[src/shared/fps_pkg.sv]
// shared constants, types and decoding for the field pair selector
package fps_pkg;
   typedef enum logic [1:0] {FPS_FIXED_PAIR, FPS_OVERLAP, FPS_FIXED_MOMENT} fps_mode_t;
   typedef enum logic [2:0] {
      FPS_ONE_FIVE, FPS_TWO_FIVE, FPS_ONE_TEN, FPS_TWO_TEN, FPS_MATRIX, FPS_BANKS
   } fps_scheme_t;
   localparam int NUM_SEL = 10;
   localparam int GROUP_W = 5;
   localparam logic [2:0] MAX_SELECTED = 3'h2;
   localparam int CLK_KHZ = 125_000;
   localparam int SYNC_TIME_MS = 40;
   localparam int SYNC_CYCLES = SYNC_TIME_MS * CLK_KHZ;
   localparam logic [3:0] PAIR_NONE = 4'h0;
   localparam logic [3:0] PAIR_FIRST = 4'h1;
   // ten-pair patterns, bit 0 is select input one
   localparam logic [4:0] PAT_SIX = 5'h0f;
   localparam logic [4:0] PAT_SEVEN = 5'h17;
   localparam logic [4:0] PAT_EIGHT = 5'h1b;
   localparam logic [4:0] PAT_NINE = 5'h1d;
   localparam logic [4:0] PAT_TEN = 5'h1e;
   // controller register map, byte addresses
   localparam logic [3:0] REG_SEL = 4'h0;
   localparam logic [3:0] REG_TARGET = 4'h4;
   localparam logic [3:0] REG_HOLD = 4'h8;
   localparam logic [3:0] REG_STATUS = 4'hc;
   localparam int TARGET_OVL_BIT = 16;
   localparam int STATUS_BUSY_BIT = 16;
   localparam logic [31:0] HOLD_RESET = 32'h0000_0010;

   typedef struct packed {
      logic init;
      logic run;
      logic [31:0] tmr;
      logic [9:0] prev;
      logic [3:0] col;
      logic [3:0] col2;
      logic [3:0] row;
      logic [31:0] occ;
      logic newp;
   } fps_chan_t;

   // returns pair number 1..10, or PAIR_NONE for an unlisted pattern
   function automatic logic [3:0] fps_decode(input logic [4:0] g, input logic ten);
      logic [3:0] r;
      r = PAIR_NONE;
      case (g)
         5'h01: r = 4'h1;
         5'h02: r = 4'h2;
         5'h04: r = 4'h3;
         5'h08: r = 4'h4;
         5'h10: r = 4'h5;
         PAT_SIX: r = ten ? 4'h6 : PAIR_NONE;
         PAT_SEVEN: r = ten ? 4'h7 : PAIR_NONE;
         PAT_EIGHT: r = ten ? 4'h8 : PAIR_NONE;
         PAT_NINE: r = ten ? 4'h9 : PAIR_NONE;
         PAT_TEN: r = ten ? 4'ha : PAIR_NONE;
         default: r = PAIR_NONE;
      endcase
      return r;
   endfunction : fps_decode
endpackage : fps_pkg

[src/shared/fps_link_if.sv]
// select input link between machine controller and sensor
`timescale 1ns/100ps
interface fps_link_if;
   logic [9:0] sel;
   modport dev (input sel);
   modport ctl (output sel);
endinterface : fps_link_if

[src/hdl/fps_device.sv]
// sensor end: decodes select inputs into monitored field pairs
// Functional notes
// - fixed mode monitors first pair, ignores inputs
// - overlap mode only with five-pair schemes
// - controller adds new pair before dropping old
// - at most two pairs, both monitored
// - overlap pair active only while selected
// - overlap timer starts on second selection
// - one pair left when timer expires
// - five pairs of A are one-hot
// - inputs six to ten one-hot for B
// - fixed moment keeps old pair during timer
// - fixed moment timer starts on input change
// - new pair monitored exactly at expiry
// - controller valid pattern by expiry
// - ten-pair pattern code on five inputs
// - inputs six to ten ten-pair code for B
// - hundred pairs: column low, row high
// - low group drives A, high drives B
// - banks: high chooses bank, low pair
// - violation flags fault, outputs off
// - occupied new field: response plus sync delay
//
// Our own choices: register access over Avalon-MM and the address map.
`timescale 1ns/100ps
module fps_device #(
   parameter int unsigned SYNC_CYC = fps_pkg::SYNC_CYCLES
) (
   input wire logic clk,
   input wire logic nrst,
   fps_link_if.dev link,
   input fps_pkg::fps_mode_t mode,
   input fps_pkg::fps_scheme_t scheme,
   input wire logic [31:0] chg_cycles,
   input wire logic [31:0] resp_cycles,
   input wire logic [1:0] field_occupied,
   input wire logic fault_clear,
   output logic [3:0] pair_a_col,
   output logic [3:0] pair_a_row,
   output logic [3:0] pair_a_col2,
   output logic [3:0] pair_b_col,
   output logic [3:0] pair_b_col2,
   output logic safety_outputs_function_a,
   output logic safety_outputs_function_b,
   output logic [1:0] changeover_active,
   output logic fault
);
   import fps_pkg::*;

   typedef struct packed {
      fps_chan_t [1:0] ch;
      logic [1:0] safety_switching_output;
      logic fault;
   } fps_dev_t;

   localparam logic [31:0] SYNC_W = 32'(SYNC_CYC);

   fps_dev_t st_reg;
   fps_dev_t st_next;
   logic split;
   logic wide;
   logic ten;
   logic used;
   logic ok;
   logic cfg_bad;
   logic [1:0] viol;
   logic [4:0] g5;
   logic [9:0] grp;
   logic [3:0] col_d;
   logic [3:0] row_d;
   logic [3:0] p1;
   logic [3:0] p2;
   logic [2:0] n;
   logic [31:0] limit;
   logic off;

   assign pair_a_col = st_reg.ch[0].col;
   assign pair_a_row = st_reg.ch[0].row;
   assign pair_a_col2 = st_reg.ch[0].col2;
   assign pair_b_col = st_reg.ch[1].col;
   assign pair_b_col2 = st_reg.ch[1].col2;
   assign safety_outputs_function_a = st_reg.safety_switching_output[0];
   assign safety_outputs_function_b = st_reg.safety_switching_output[1];
   assign changeover_active = {st_reg.ch[1].run, st_reg.ch[0].run};
   assign fault = st_reg.fault;

   always_comb begin
      st_next = st_reg;
      viol = 2'b00;
      g5 = 5'h00;
      grp = 10'h000;
      col_d = PAIR_NONE;
      row_d = PAIR_NONE;
      ok = 1'b0;
      used = 1'b0;
      p1 = PAIR_NONE;
      p2 = PAIR_NONE;
      n = 3'h0;
      limit = 32'h0000_0000;
      off = 1'b0;
      split = (scheme == FPS_TWO_FIVE) || (scheme == FPS_TWO_TEN);
      wide = (scheme == FPS_MATRIX) || (scheme == FPS_BANKS);
      ten = (scheme != FPS_ONE_FIVE) && (scheme != FPS_TWO_FIVE);
      cfg_bad = (mode == FPS_OVERLAP) && ten;
      for (int c = 0; c < 2; c++) begin
         used = (c == 0) || split;
         g5 = (c == 1) ? link.sel[9:5] : link.sel[4:0];
         grp = wide ? link.sel : {5'h00, g5};
         col_d = fps_decode(g5, ten);
         // row or bank from high group
         row_d = wide ? fps_decode(link.sel[9:5], 1'b1) : PAIR_FIRST;
         ok = (col_d != PAIR_NONE) && (row_d != PAIR_NONE);
         p1 = PAIR_NONE;
         p2 = PAIR_NONE;
         n = 3'h0;
         for (int i = 0; i < GROUP_W; i++) begin
            if (g5[i]) begin
               n = n + 3'h1;
               if (p1 == PAIR_NONE) begin
                  p1 = 4'(i + 1);
               end
               p2 = 4'(i + 1);
            end
         end
         if (!used) begin
            st_next.ch[c] = '0;
         end else if (mode == FPS_FIXED_PAIR) begin
            st_next.ch[c].col = PAIR_FIRST;
            st_next.ch[c].row = PAIR_FIRST;
            st_next.ch[c].col2 = PAIR_NONE;
            st_next.ch[c].run = 1'b0;
            st_next.ch[c].init = 1'b0;
         end else if (st_reg.fault) begin
            // nothing monitored until cleared, then pairs are adopted afresh
            st_next.ch[c].init = 1'b1;
            st_next.ch[c].run = 1'b0;
            st_next.ch[c].col = PAIR_NONE;
            st_next.ch[c].col2 = PAIR_NONE;
         end else if (st_reg.ch[c].init) begin
            if (ok) begin
               st_next.ch[c].init = 1'b0;
               st_next.ch[c].col = col_d;
               st_next.ch[c].row = row_d;
               st_next.ch[c].prev = grp;
            end
         end else if (mode == FPS_OVERLAP) begin
            if (n == 3'h1) begin
               if (st_reg.ch[c].run) begin
                  // only the still selected pair remains
                  st_next.ch[c].run = 1'b0;
                  st_next.ch[c].col = p1;
                  st_next.ch[c].col2 = PAIR_NONE;
                  st_next.ch[c].prev = grp;
               end else if (grp != st_reg.ch[c].prev) begin
                  viol[c] = 1'b1;
               end
            end else if (n == MAX_SELECTED) begin
               if (!st_reg.ch[c].run) begin
                  if ((grp & st_reg.ch[c].prev) == st_reg.ch[c].prev) begin
                     st_next.ch[c].run = 1'b1;
                     st_next.ch[c].tmr = chg_cycles;
                     st_next.ch[c].col = p1;
                     st_next.ch[c].col2 = p2;
                     st_next.ch[c].prev = grp;
                  end else begin
                     viol[c] = 1'b1;
                  end
               end else if (grp != st_reg.ch[c].prev) begin
                  viol[c] = 1'b1;
               end else if (st_reg.ch[c].tmr == 32'h0000_0000) begin
                  viol[c] = 1'b1;
               end else begin
                  st_next.ch[c].tmr = st_reg.ch[c].tmr - 32'h0000_0001;
               end
            end else begin
               viol[c] = 1'b1;
            end
         end else begin
            if (!st_reg.ch[c].run) begin
               if (grp != st_reg.ch[c].prev) begin
                  st_next.ch[c].run = 1'b1;
                  st_next.ch[c].tmr = chg_cycles;
               end else if (!ok) begin
                  viol[c] = 1'b1;
               end
            end else if (st_reg.ch[c].tmr == 32'h0000_0000) begin
               st_next.ch[c].run = 1'b0;
               st_next.ch[c].prev = grp;
               if (ok) begin
                  st_next.ch[c].col = col_d;
                  st_next.ch[c].row = row_d;
               end else begin
                  viol[c] = 1'b1;
               end
            end else begin
               // old pair stays, inputs may settle meanwhile
               st_next.ch[c].tmr = st_reg.ch[c].tmr - 32'h0000_0001;
            end
         end
         if (field_occupied[c] && (st_reg.ch[c].col != PAIR_NONE)) begin
            if (st_reg.ch[c].occ != 32'hffff_ffff) begin
               st_next.ch[c].occ = st_reg.ch[c].occ + 32'h0000_0001;
            end
            if (st_next.ch[c].col != st_reg.ch[c].col) begin
               st_next.ch[c].newp = 1'b1;
            end
         end else begin
            st_next.ch[c].occ = 32'h0000_0000;
            st_next.ch[c].newp = 1'b0;
         end
         // extra sync delay after changing into an occupied field
         limit = resp_cycles + (st_reg.ch[c].newp ? SYNC_W : 32'h0000_0000);
         off = field_occupied[c] && (st_reg.ch[c].occ >= limit);
         st_next.safety_switching_output[c] = used && (st_next.ch[c].col != PAIR_NONE) && !off;
      end
      // sticky fault, set wins over clear
      st_next.fault = (st_reg.fault && !fault_clear) || (|viol) || cfg_bad;
      if (st_next.fault) begin
         st_next.safety_switching_output = 2'b00;
         // pairs dropped on the same edge, so no col output shows a stale pair; pair_a_row keeps its value
         for (int c = 0; c < 2; c++) begin
            st_next.ch[c].col = PAIR_NONE;
            st_next.ch[c].col2 = PAIR_NONE;
            st_next.ch[c].run = 1'b0;
            st_next.ch[c].init = 1'b1;
         end
      end
   end

   always_ff @(posedge clk or negedge nrst) begin
      if (!nrst) begin
         st_reg <= '{ch: {2{fps_chan_t'{init: 1'b1, default: '0}}}, safety_switching_output: 2'b00, fault: 1'b0};
      end else begin
         st_reg <= st_next;
      end
   end
endmodule : fps_device

[src/flat_wrapper.sv]
// flat-port wrapper written by rule: the top's interface ports become plain ports
module fps_device_flat import fps_pkg::*;
#(
   parameter int unsigned SYNC_CYC = fps_pkg::SYNC_CYCLES
)
  (clk, nrst, mode, scheme, chg_cycles, resp_cycles, field_occupied, fault_clear, pair_a_col, pair_a_row, pair_a_col2, pair_b_col, pair_b_col2, safety_outputs_function_a, safety_outputs_function_b, changeover_active, fault, link_sel);
  fps_link_if link_i ();
  input wire logic clk;
  input wire logic nrst;
  input fps_pkg::fps_mode_t mode;
  input fps_pkg::fps_scheme_t scheme;
  input wire logic [31:0] chg_cycles;
  input wire logic [31:0] resp_cycles;
  input wire logic [1:0] field_occupied;
  input wire logic fault_clear;
  output logic [3:0] pair_a_col;
  output logic [3:0] pair_a_row;
  output logic [3:0] pair_a_col2;
  output logic [3:0] pair_b_col;
  output logic [3:0] pair_b_col2;
  output logic safety_outputs_function_a;
  output logic safety_outputs_function_b;
  output logic [1:0] changeover_active;
  output logic fault;
  input wire logic [$bits(link_i.sel)-1:0] link_sel;
  assign link_i.sel = link_sel;
  fps_device #(.SYNC_CYC(SYNC_CYC)) u_core (.clk(clk), .nrst(nrst), .link(link_i), .mode(mode), .scheme(scheme), .chg_cycles(chg_cycles), .resp_cycles(resp_cycles), .field_occupied(field_occupied), .fault_clear(fault_clear), .pair_a_col(pair_a_col), .pair_a_row(pair_a_row), .pair_a_col2(pair_a_col2), .pair_b_col(pair_b_col), .pair_b_col2(pair_b_col2), .safety_outputs_function_a(safety_outputs_function_a), .safety_outputs_function_b(safety_outputs_function_b), .changeover_active(changeover_active), .fault(fault));
endmodule
[config.mk]
export PLATFORM = sky130hd
export DESIGN_NAME = fps_device_flat
export DESIGN_NICKNAME = d
export VERILOG_FILES = /design/src/shared/fps_pkg.sv /design/src/shared/fps_link_if.sv /design/src/hdl/fps_device.sv /design/src/flat_wrapper.sv
export SDC_FILE = /design/constraint.sdc
export NUM_CORES = 1
export LEC_CHECK = 0
export ABC_CLOCK_PERIOD_IN_PS = 10200
export BUFFER_PORTS_ARGS = -buffer_cell sky130_fd_sc_hd__buf_2
export CORE_AREA = 8 8 193 195
export DETAILED_ROUTE_END_ITERATION = 16
export DIE_AREA = 0 0 201 203
export GPL_TIMING_DRIVEN = 0
export PLACE_DENSITY = 0.66
export SYNTH_ARGS = -nofsm -noshare
export SYNTH_HDL_FRONTEND = slang
export SYNTH_SLANG_ARGS = --single-unit
[constraint.sdc]
create_clock -name clk -period 10.2 [get_ports clk]
set_clock_uncertainty 0.2 [all_clocks]
set_input_delay 1.53 -clock clk [delete_from_list [all_inputs] [get_ports clk]]
set_output_delay 1.53 -clock clk [all_outputs]
set_load 0.01 [all_outputs]
## After elaboration in Yosys (flattened, before gate mapping)

Memories as Yosys holds them, arrays and structs flattened.
Cells that the tools add are included.

| operators by class | value |
|---|---|
| add/subtract/negate cells | 14 |
| magnitude comparators | 2 |
| equal/unequal tests | 83 |
| mux-type cells | 182 |
| bitwise logic cells | 5 |
| reductions and logical operators | 58 |

Operators by type and width:

| operator | count |
|---|---|
| 51-bit two-way mux | 21 |
| 32-bit two-way mux | 10 |
| 33-bit two-way mux | 9 |
| 4-bit two-way mux | 37 |
| 14-bit two-way mux | 8 |
| 18-bit two-way mux | 6 |
| 47-bit two-way mux | 2 |
| 42-bit two-way mux | 2 |
| 4-bit case mux with 10 select lines | 2 |
| 32-bit by 1-bit adder with 32-bit output (second input constant) | 2 |
| 32-bit adder | 2 |
| 32-bit greater-or-equal comparator | 2 |
| 32-bit zero test | 2 |
| 32-bit inequality test (second input constant) | 2 |
| 32-bit by 1-bit subtractor with 32-bit output (second input constant) | 2 |
| 56-bit two-way mux | 1 |
| 5-bit equality test (second input constant) | 10 |
| 1-bit two-way mux | 47 |
| 23-bit two-way mux | 2 |
| 3-bit two-way mux | 14 |
| 4-bit nonzero test | 9 |
| 4-bit zero test | 8 |
| 8-bit two-way mux | 4 |
| 6-bit by 4-bit inequality test with 1-bit output (second input constant) | 5 |
| 45 further kinds | 135 |

| storage, ports and cells | value |
|---|---|
| register bits after elaboration | 181 |
| bits in read-only memories | 256 |
| input port bits | 84 |
| output and inout port bits | 25 |
| memories | 2 |

Memories:

| name | depth | bits a word | rd ports | clocked after Yosys merged registers in | wr ports | line | RTL |
|---|---|---|---|---|---|---|---|
| (no name shown) | 32 | 4 | 1 | 0 | 0 | fps_pkg.sv:46 | `case (g)` |
| (no name shown) | 32 | 4 | 1 | 0 | 0 | fps_pkg.sv:46 |  |

## Depth between registers and ports, before layout

| depth | value |
|---|---|
| depth after elaboration | 40 |
| depth in mapped cells | 21 |
| depth with buffers taken out | 21 |

## Worst setup path before layout

No wires, ideal clock.

| timing | value |
|---|---|
| kind | input -> register |
| start point | in link_sel[0] |
| end point | reg u_core.st_reg[3] in the netlist's numbering |
| library setup time | 0.170 ns |
| arrival time | 5.118 ns |
| data required time | 9.830 ns |
| slack | 4.713 ns |
| stages | 17 |
| path buffers | 0 |
| cell sequence | inv_1 > ha_1 > xnor2_1 > inv_1 > ha_1 > nand2b_1 > o21a_1 > ha_1 > and2_1 > xnor3_1 > nand4_1 > nor3_1 > a21o_1 > a31oi_1 > mux2_2 > a2111oi_0 > a41oi_1 |

| on the way | value |
|---|---|
| longest elaborated chain between the ends | 26 |
| elaborated cells on any way between the ends | 58 |
| classes of those cells | add/sub (4); eq/ne (15); mux (32); bitwise (1); reduce/logical (6) |

RTL lines:

| element | line | RTL |
|---|---|---|
| from (decl) | flat_wrapper.sv:25 | `input wire logic [$bits(link_i.sel)-1:0] link_sel;` |
| parallel branches: the longest is 21 deep, another holds 3-bit by 1-bit adder with 3-bit output | n/a |  |
| 14-bit two-way mux * | fps_device.sv:139 | `end else if (st_reg.ch[c].init) begin` |
| 8-bit two-way mux * | fps_device.sv:133 | `end else if (st_reg.fault) begin` |
| 12-bit two-way mux * | fps_device.sv:127 | `end else if (mode == FPS_FIXED_PAIR) begin` |
| 4-bit inequality test * | fps_device.sv:204 | `if (st_next.ch[c].col != st_reg.ch[c].col) begin` |
| 2-bit inequality test (no line) * | n/a |  |
| to (signal assigned) | fps_device.sv:234 | `st_reg <= st_next;` |
| to (decl) | fps_device.sv:58 | `fps_dev_t st_reg;` |

Every way passes the cells marked *. The select of a mux whose other input is x is not followed.
A chain may end at the register's enable or synchronous reset.

## Worst setup path in the final report

| timing | value |
|---|---|
| start point | in scheme[2] |
| end point | reg u_core.st_reg[172] in the netlist's numbering |

| on the way | value |
|---|---|
| longest elaborated chain between the ends | 7 |
| elaborated cells on any way between the ends | 20 |
| classes of those cells | eq/ne (14); mux (2); bitwise (1); reduce/logical (3) |

RTL lines:

| element | line | RTL |
|---|---|---|
| from (decl) | flat_wrapper.sv:11 | `input fps_pkg::fps_scheme_t scheme;` |
| 3-bit equality test | fps_device.sv:102 | `wide = (scheme == FPS_MATRIX) \|\| (scheme == FPS_BANKS);` |
| 1-bit logical OR | fps_device.sv:102 |  |
| 10-bit two-way mux | fps_device.sv:108 | `grp = wide ? link.sel : {5'h00, g5};` |
| 10-bit AND | fps_device.sv:159 | `if ((grp & st_reg.ch[c].prev) == st_reg.ch[c].prev) begin` |
| 10-bit equality test | fps_device.sv:159 |  |
| 4-bit by 3-bit inequality test with 1-bit output (no line) | n/a |  |
| 8-bit AND reduction (no line) | n/a |  |

Parallel ways exist; a longest one is shown, timed or not.

==> impl_metrics.py <==
metrics = {
    "global_routing": {
        "grt_pass1_wl_mm": 73.6,
        "grt_pass1_vias": 13764,
        "track_usage_pct": 22.1,
        "antenna_found_initial": 9,
        "grt_start_max_net_pins": 117,
        "grt_overflow_total": 0,
    },
    "run": {
        "cap_violations": 0,
    },
    "setup_path": {
        "path_class": "primary input to register",
        "cp-start-kind": "primary input",
        "max_stage_delay_ns": 0.66,
        "rrSetupSlack_ns": 5.01,
        "cp.required_ns": 10.32,
        "reg2regPathDepth": 20,
        "cp.arrival_ns": 6.42,
        "path_cells": "buf_2 -> nor2b_1 -> clkbuf_1 -> clkbuf_1 -> nand2_1 -> ha_1 -> nand4_1 -> nor3_1 -> nand2_1 -> a21oi_1 -> o41a_1 -> clkbuf_1 -> clkbuf_1 -> clkbuf_1 -> o21ai_0",
        "rr_endpoint": "u_core.safety_outputs_function_a",
        "crit_path_top_delay_cell": "nor3_1",
        "cp_max_fo": 10,
        "critPathMostFrequentCell": "clkbuf_1",
        "endpoint_kind": "register",
        "regToRegStartpoint": "u_core.st_reg[3]",
    },
    "die": {
        "ios": 109,
        "die_x_um": 201,
        "row_count": 68,
        "initial_core_util_pct": 42.5,
        "die_h_um": 203,
        "coreArea_um2": 34100,
        "dieArea_um2": 40800,
    },
    "routing": {
        "drtAntennaViolNets": 0,
        "dr.pass1.iters": 6,
        "wl_per_cell_um": 19.4,
        "drt_iter0_markers": 1091,
        "via_count": 14058,
        "drt_wl_total_mm": 45.5,
        "viasPerCell": 6.00,
        "drc_errors": 0,
    },
    "layout": {
        "fillers": 3351,
        "layout-drive-gt1-share_pct": 10.7,
        "seqCellArea_um2": 4380,
        "largest_register_ffs": 152,
        "nets": 2080,
        "layout_commonest_cell": "dfrtp_1",
        "area_delta_synth_final_pct": 12.0,
        "multi_input_area_um2": 9420,
        "final_area_um2": 16200,
        "layout_common_cells": "173 x dfrtp_1, 169 x o21ai_0, 145 x nor2_1",
    },
    "pwr": {
        "ir_worst_vdd_mv": 0.131,
        "power.total_mw": 2.42,
        "p_per_area_nw_per_um2": 149,
        "p_leak_nw": 7.24,
    },
    "sta": {
        "slew_violations": 0,
        "setup_violations": 0,
        "hold_viol_final": 0,
        "whs_ns": 0.291,
        "setup_tns_ns": 0,
        "min_period_ns": 6.29,
        "fmax_mhz": 159,
        "post-route-period-util_pct": 61.7,
        "tightest_slew_ns": 1.11,
        "rsz0062_at_grt": "false",
        "slew_headroom_pct": 25.0,
    },
    "cts": {
        "cts_buffers": 17,
        "cts_buffer_depth": 2,
        "h-tree-depth": 4,
        "cts_hold_buf": 0,
        "cts_resized": 0,
        "cts_tree": "done",
        "clockRootBuffer": "clkbuf_16",
        "cts_sinks": 175,
        "clk_pin_slew_ns": 0.08,
        "clock_latency_ns": 0.46,
        "cts_setup_buffers": 0,
    },
    "synth": {
        "synth-edff-count": 0,
        "yosysSeqAreaShare_pct": 30.2,
        "synth_cells": 1756,
        "synth_seq_cells": 175,
        "synth_ff_type": "dfrtp_1",
        "synth_cell_types": 83,
        "avgSynthCellArea_um2": 8.26,
        "yosys_warnings": 0,
        "synth_area_um2": 14500,
        "async_reset_ff_share_pct": 100,
    },
    "placed_design": {
        "placement.cell_area_um2": 15600,
        "dp_hpwl_mm": 35.0,
        "io_buffers": 97,
        "gp_congestion": 0.949,
    },
    "min_path": {
        "min_path_cells": 2,
        "hp-start": "u_core.st_reg[139]",
        "hold_class": "register to register",
        "hold_end": "u_core.st_reg[139]",
    },
    "outcome": {
        "outcome": "completed",
    },
}
-- per-layer routing --
layer	vias up	track usage (%)	part of all wire [%]
li1	6689	-	-
met1	6720	28.0	43
met2	533	36.4	47
met3	100	5.21	7.2
met4	16	7.60	2.8
met5	-	0	0.23
-- synthesized netlist by cell type, types with 7 or more instances --
library cell	count	share of area, %
nor3_1	66	2.3
dfrtp_1	173	30
a211oi_1	11	0.57
nor2_1	145	3.8
ha_1	122	11
a21o_1	30	1.6
clkbuf_1	71	1.8
or3_1	33	1.4
xnor2_1	55	3.3
nand3_1	57	2.0
nor2b_1	28	1.2
and4_1	15	0.91
o21bai_1	13	0.67
nand4_1	36	1.6
xor2_1	60	3.6
o21ai_0	169	5.8
a21oi_1	128	4.4
mux2i_1	18	1.2
buf_1	7	0.18
o22ai_1	10	0.43
inv_1	53	1.4
o211ai_1	11	0.57
buf_2	9	0.31
buf_4	23	1.2
nand2b_1	15	0.65
nand2_1	123	3.2
a22oi_1	19	0.98
mux2_2	10	0.78
a22o_1	13	0.78
o41ai_1	7	0.42
a31oi_1	15	0.65
nor4_1	21	0.91
and2_1	17	0.73
and3_1	38	1.6
a32oi_1	8	0.48
o31ai_1	14	0.72
or2_2	11	0.47
-- kinds of logic after synthesis --
group	after synthesis	share of synthesized area, %
compound gates	513	22.3
xor+xnor	118	7.42
fa+ha+maj	122	10.5
buf+inv	164	4.97
flops	175	30.2
mux	29	2.12
other cells	1	0.0258
simple gates	634	22.5
-- critical path: cells and delay by family --
family | cells | cell delay, ns
adders and majority gates | 1 | 0.33
and+or+nand+nor | 5 | 1.28
buffers and inverters | 6 | 2.38
AOI/OAI and AO/OA | 3 | 0.88
-- through the flow --
stage / setup WS, ns / util, % / cells
2_1_floorplan: 4.71 / - / 1757
3_3_place_gp: 3.63 / 45.6 / 2309
3_5_place_dp: 3.50 / 45.8 / 2310
4_1_cts: 3.98 / 47.6 / 2342
5_1_grt: 3.58 / 47.6 / 2343
6_report: 3.91 / 47.6 / 2343
-- worst max-delay path by stage --
stage | startpoint | endpoint
4_1_cts | scheme[2] | u_core.st_reg[172]
6_report | scheme[2] | u_core.st_reg[172]
2_1_floorplan | link_sel[0] | u_core.st_reg[3]
5_1_grt | scheme[2] | u_core.st_reg[165]
3_5_place_dp | scheme[2] | u_core.st_reg[176]
3_3_place_gp | scheme[2] | u_core.st_reg[172]
-- power breakdown --
group / internal, mW / switching, mW
Sequential: 0.791 / 0.0948
Clock: 0.419 / 0.308
Combinational: 0.305 / 0.506
Total: 1.52 / 0.909
-- area by class of cell --
type                    count  share of cell area (%)
clock inverters            12                    1.14
plain buffers             111                    3.21
repair buffers             98                    3.22
inverters                  53                    1.22
multi-input cells        1418                    58.0
diodes                      1                  0.0154
well taps                 455                    3.50
flip-flops and latches    175                    27.0
clock buffers              20                    2.75
Note: power is estimated with default switching activity, not from simulation.
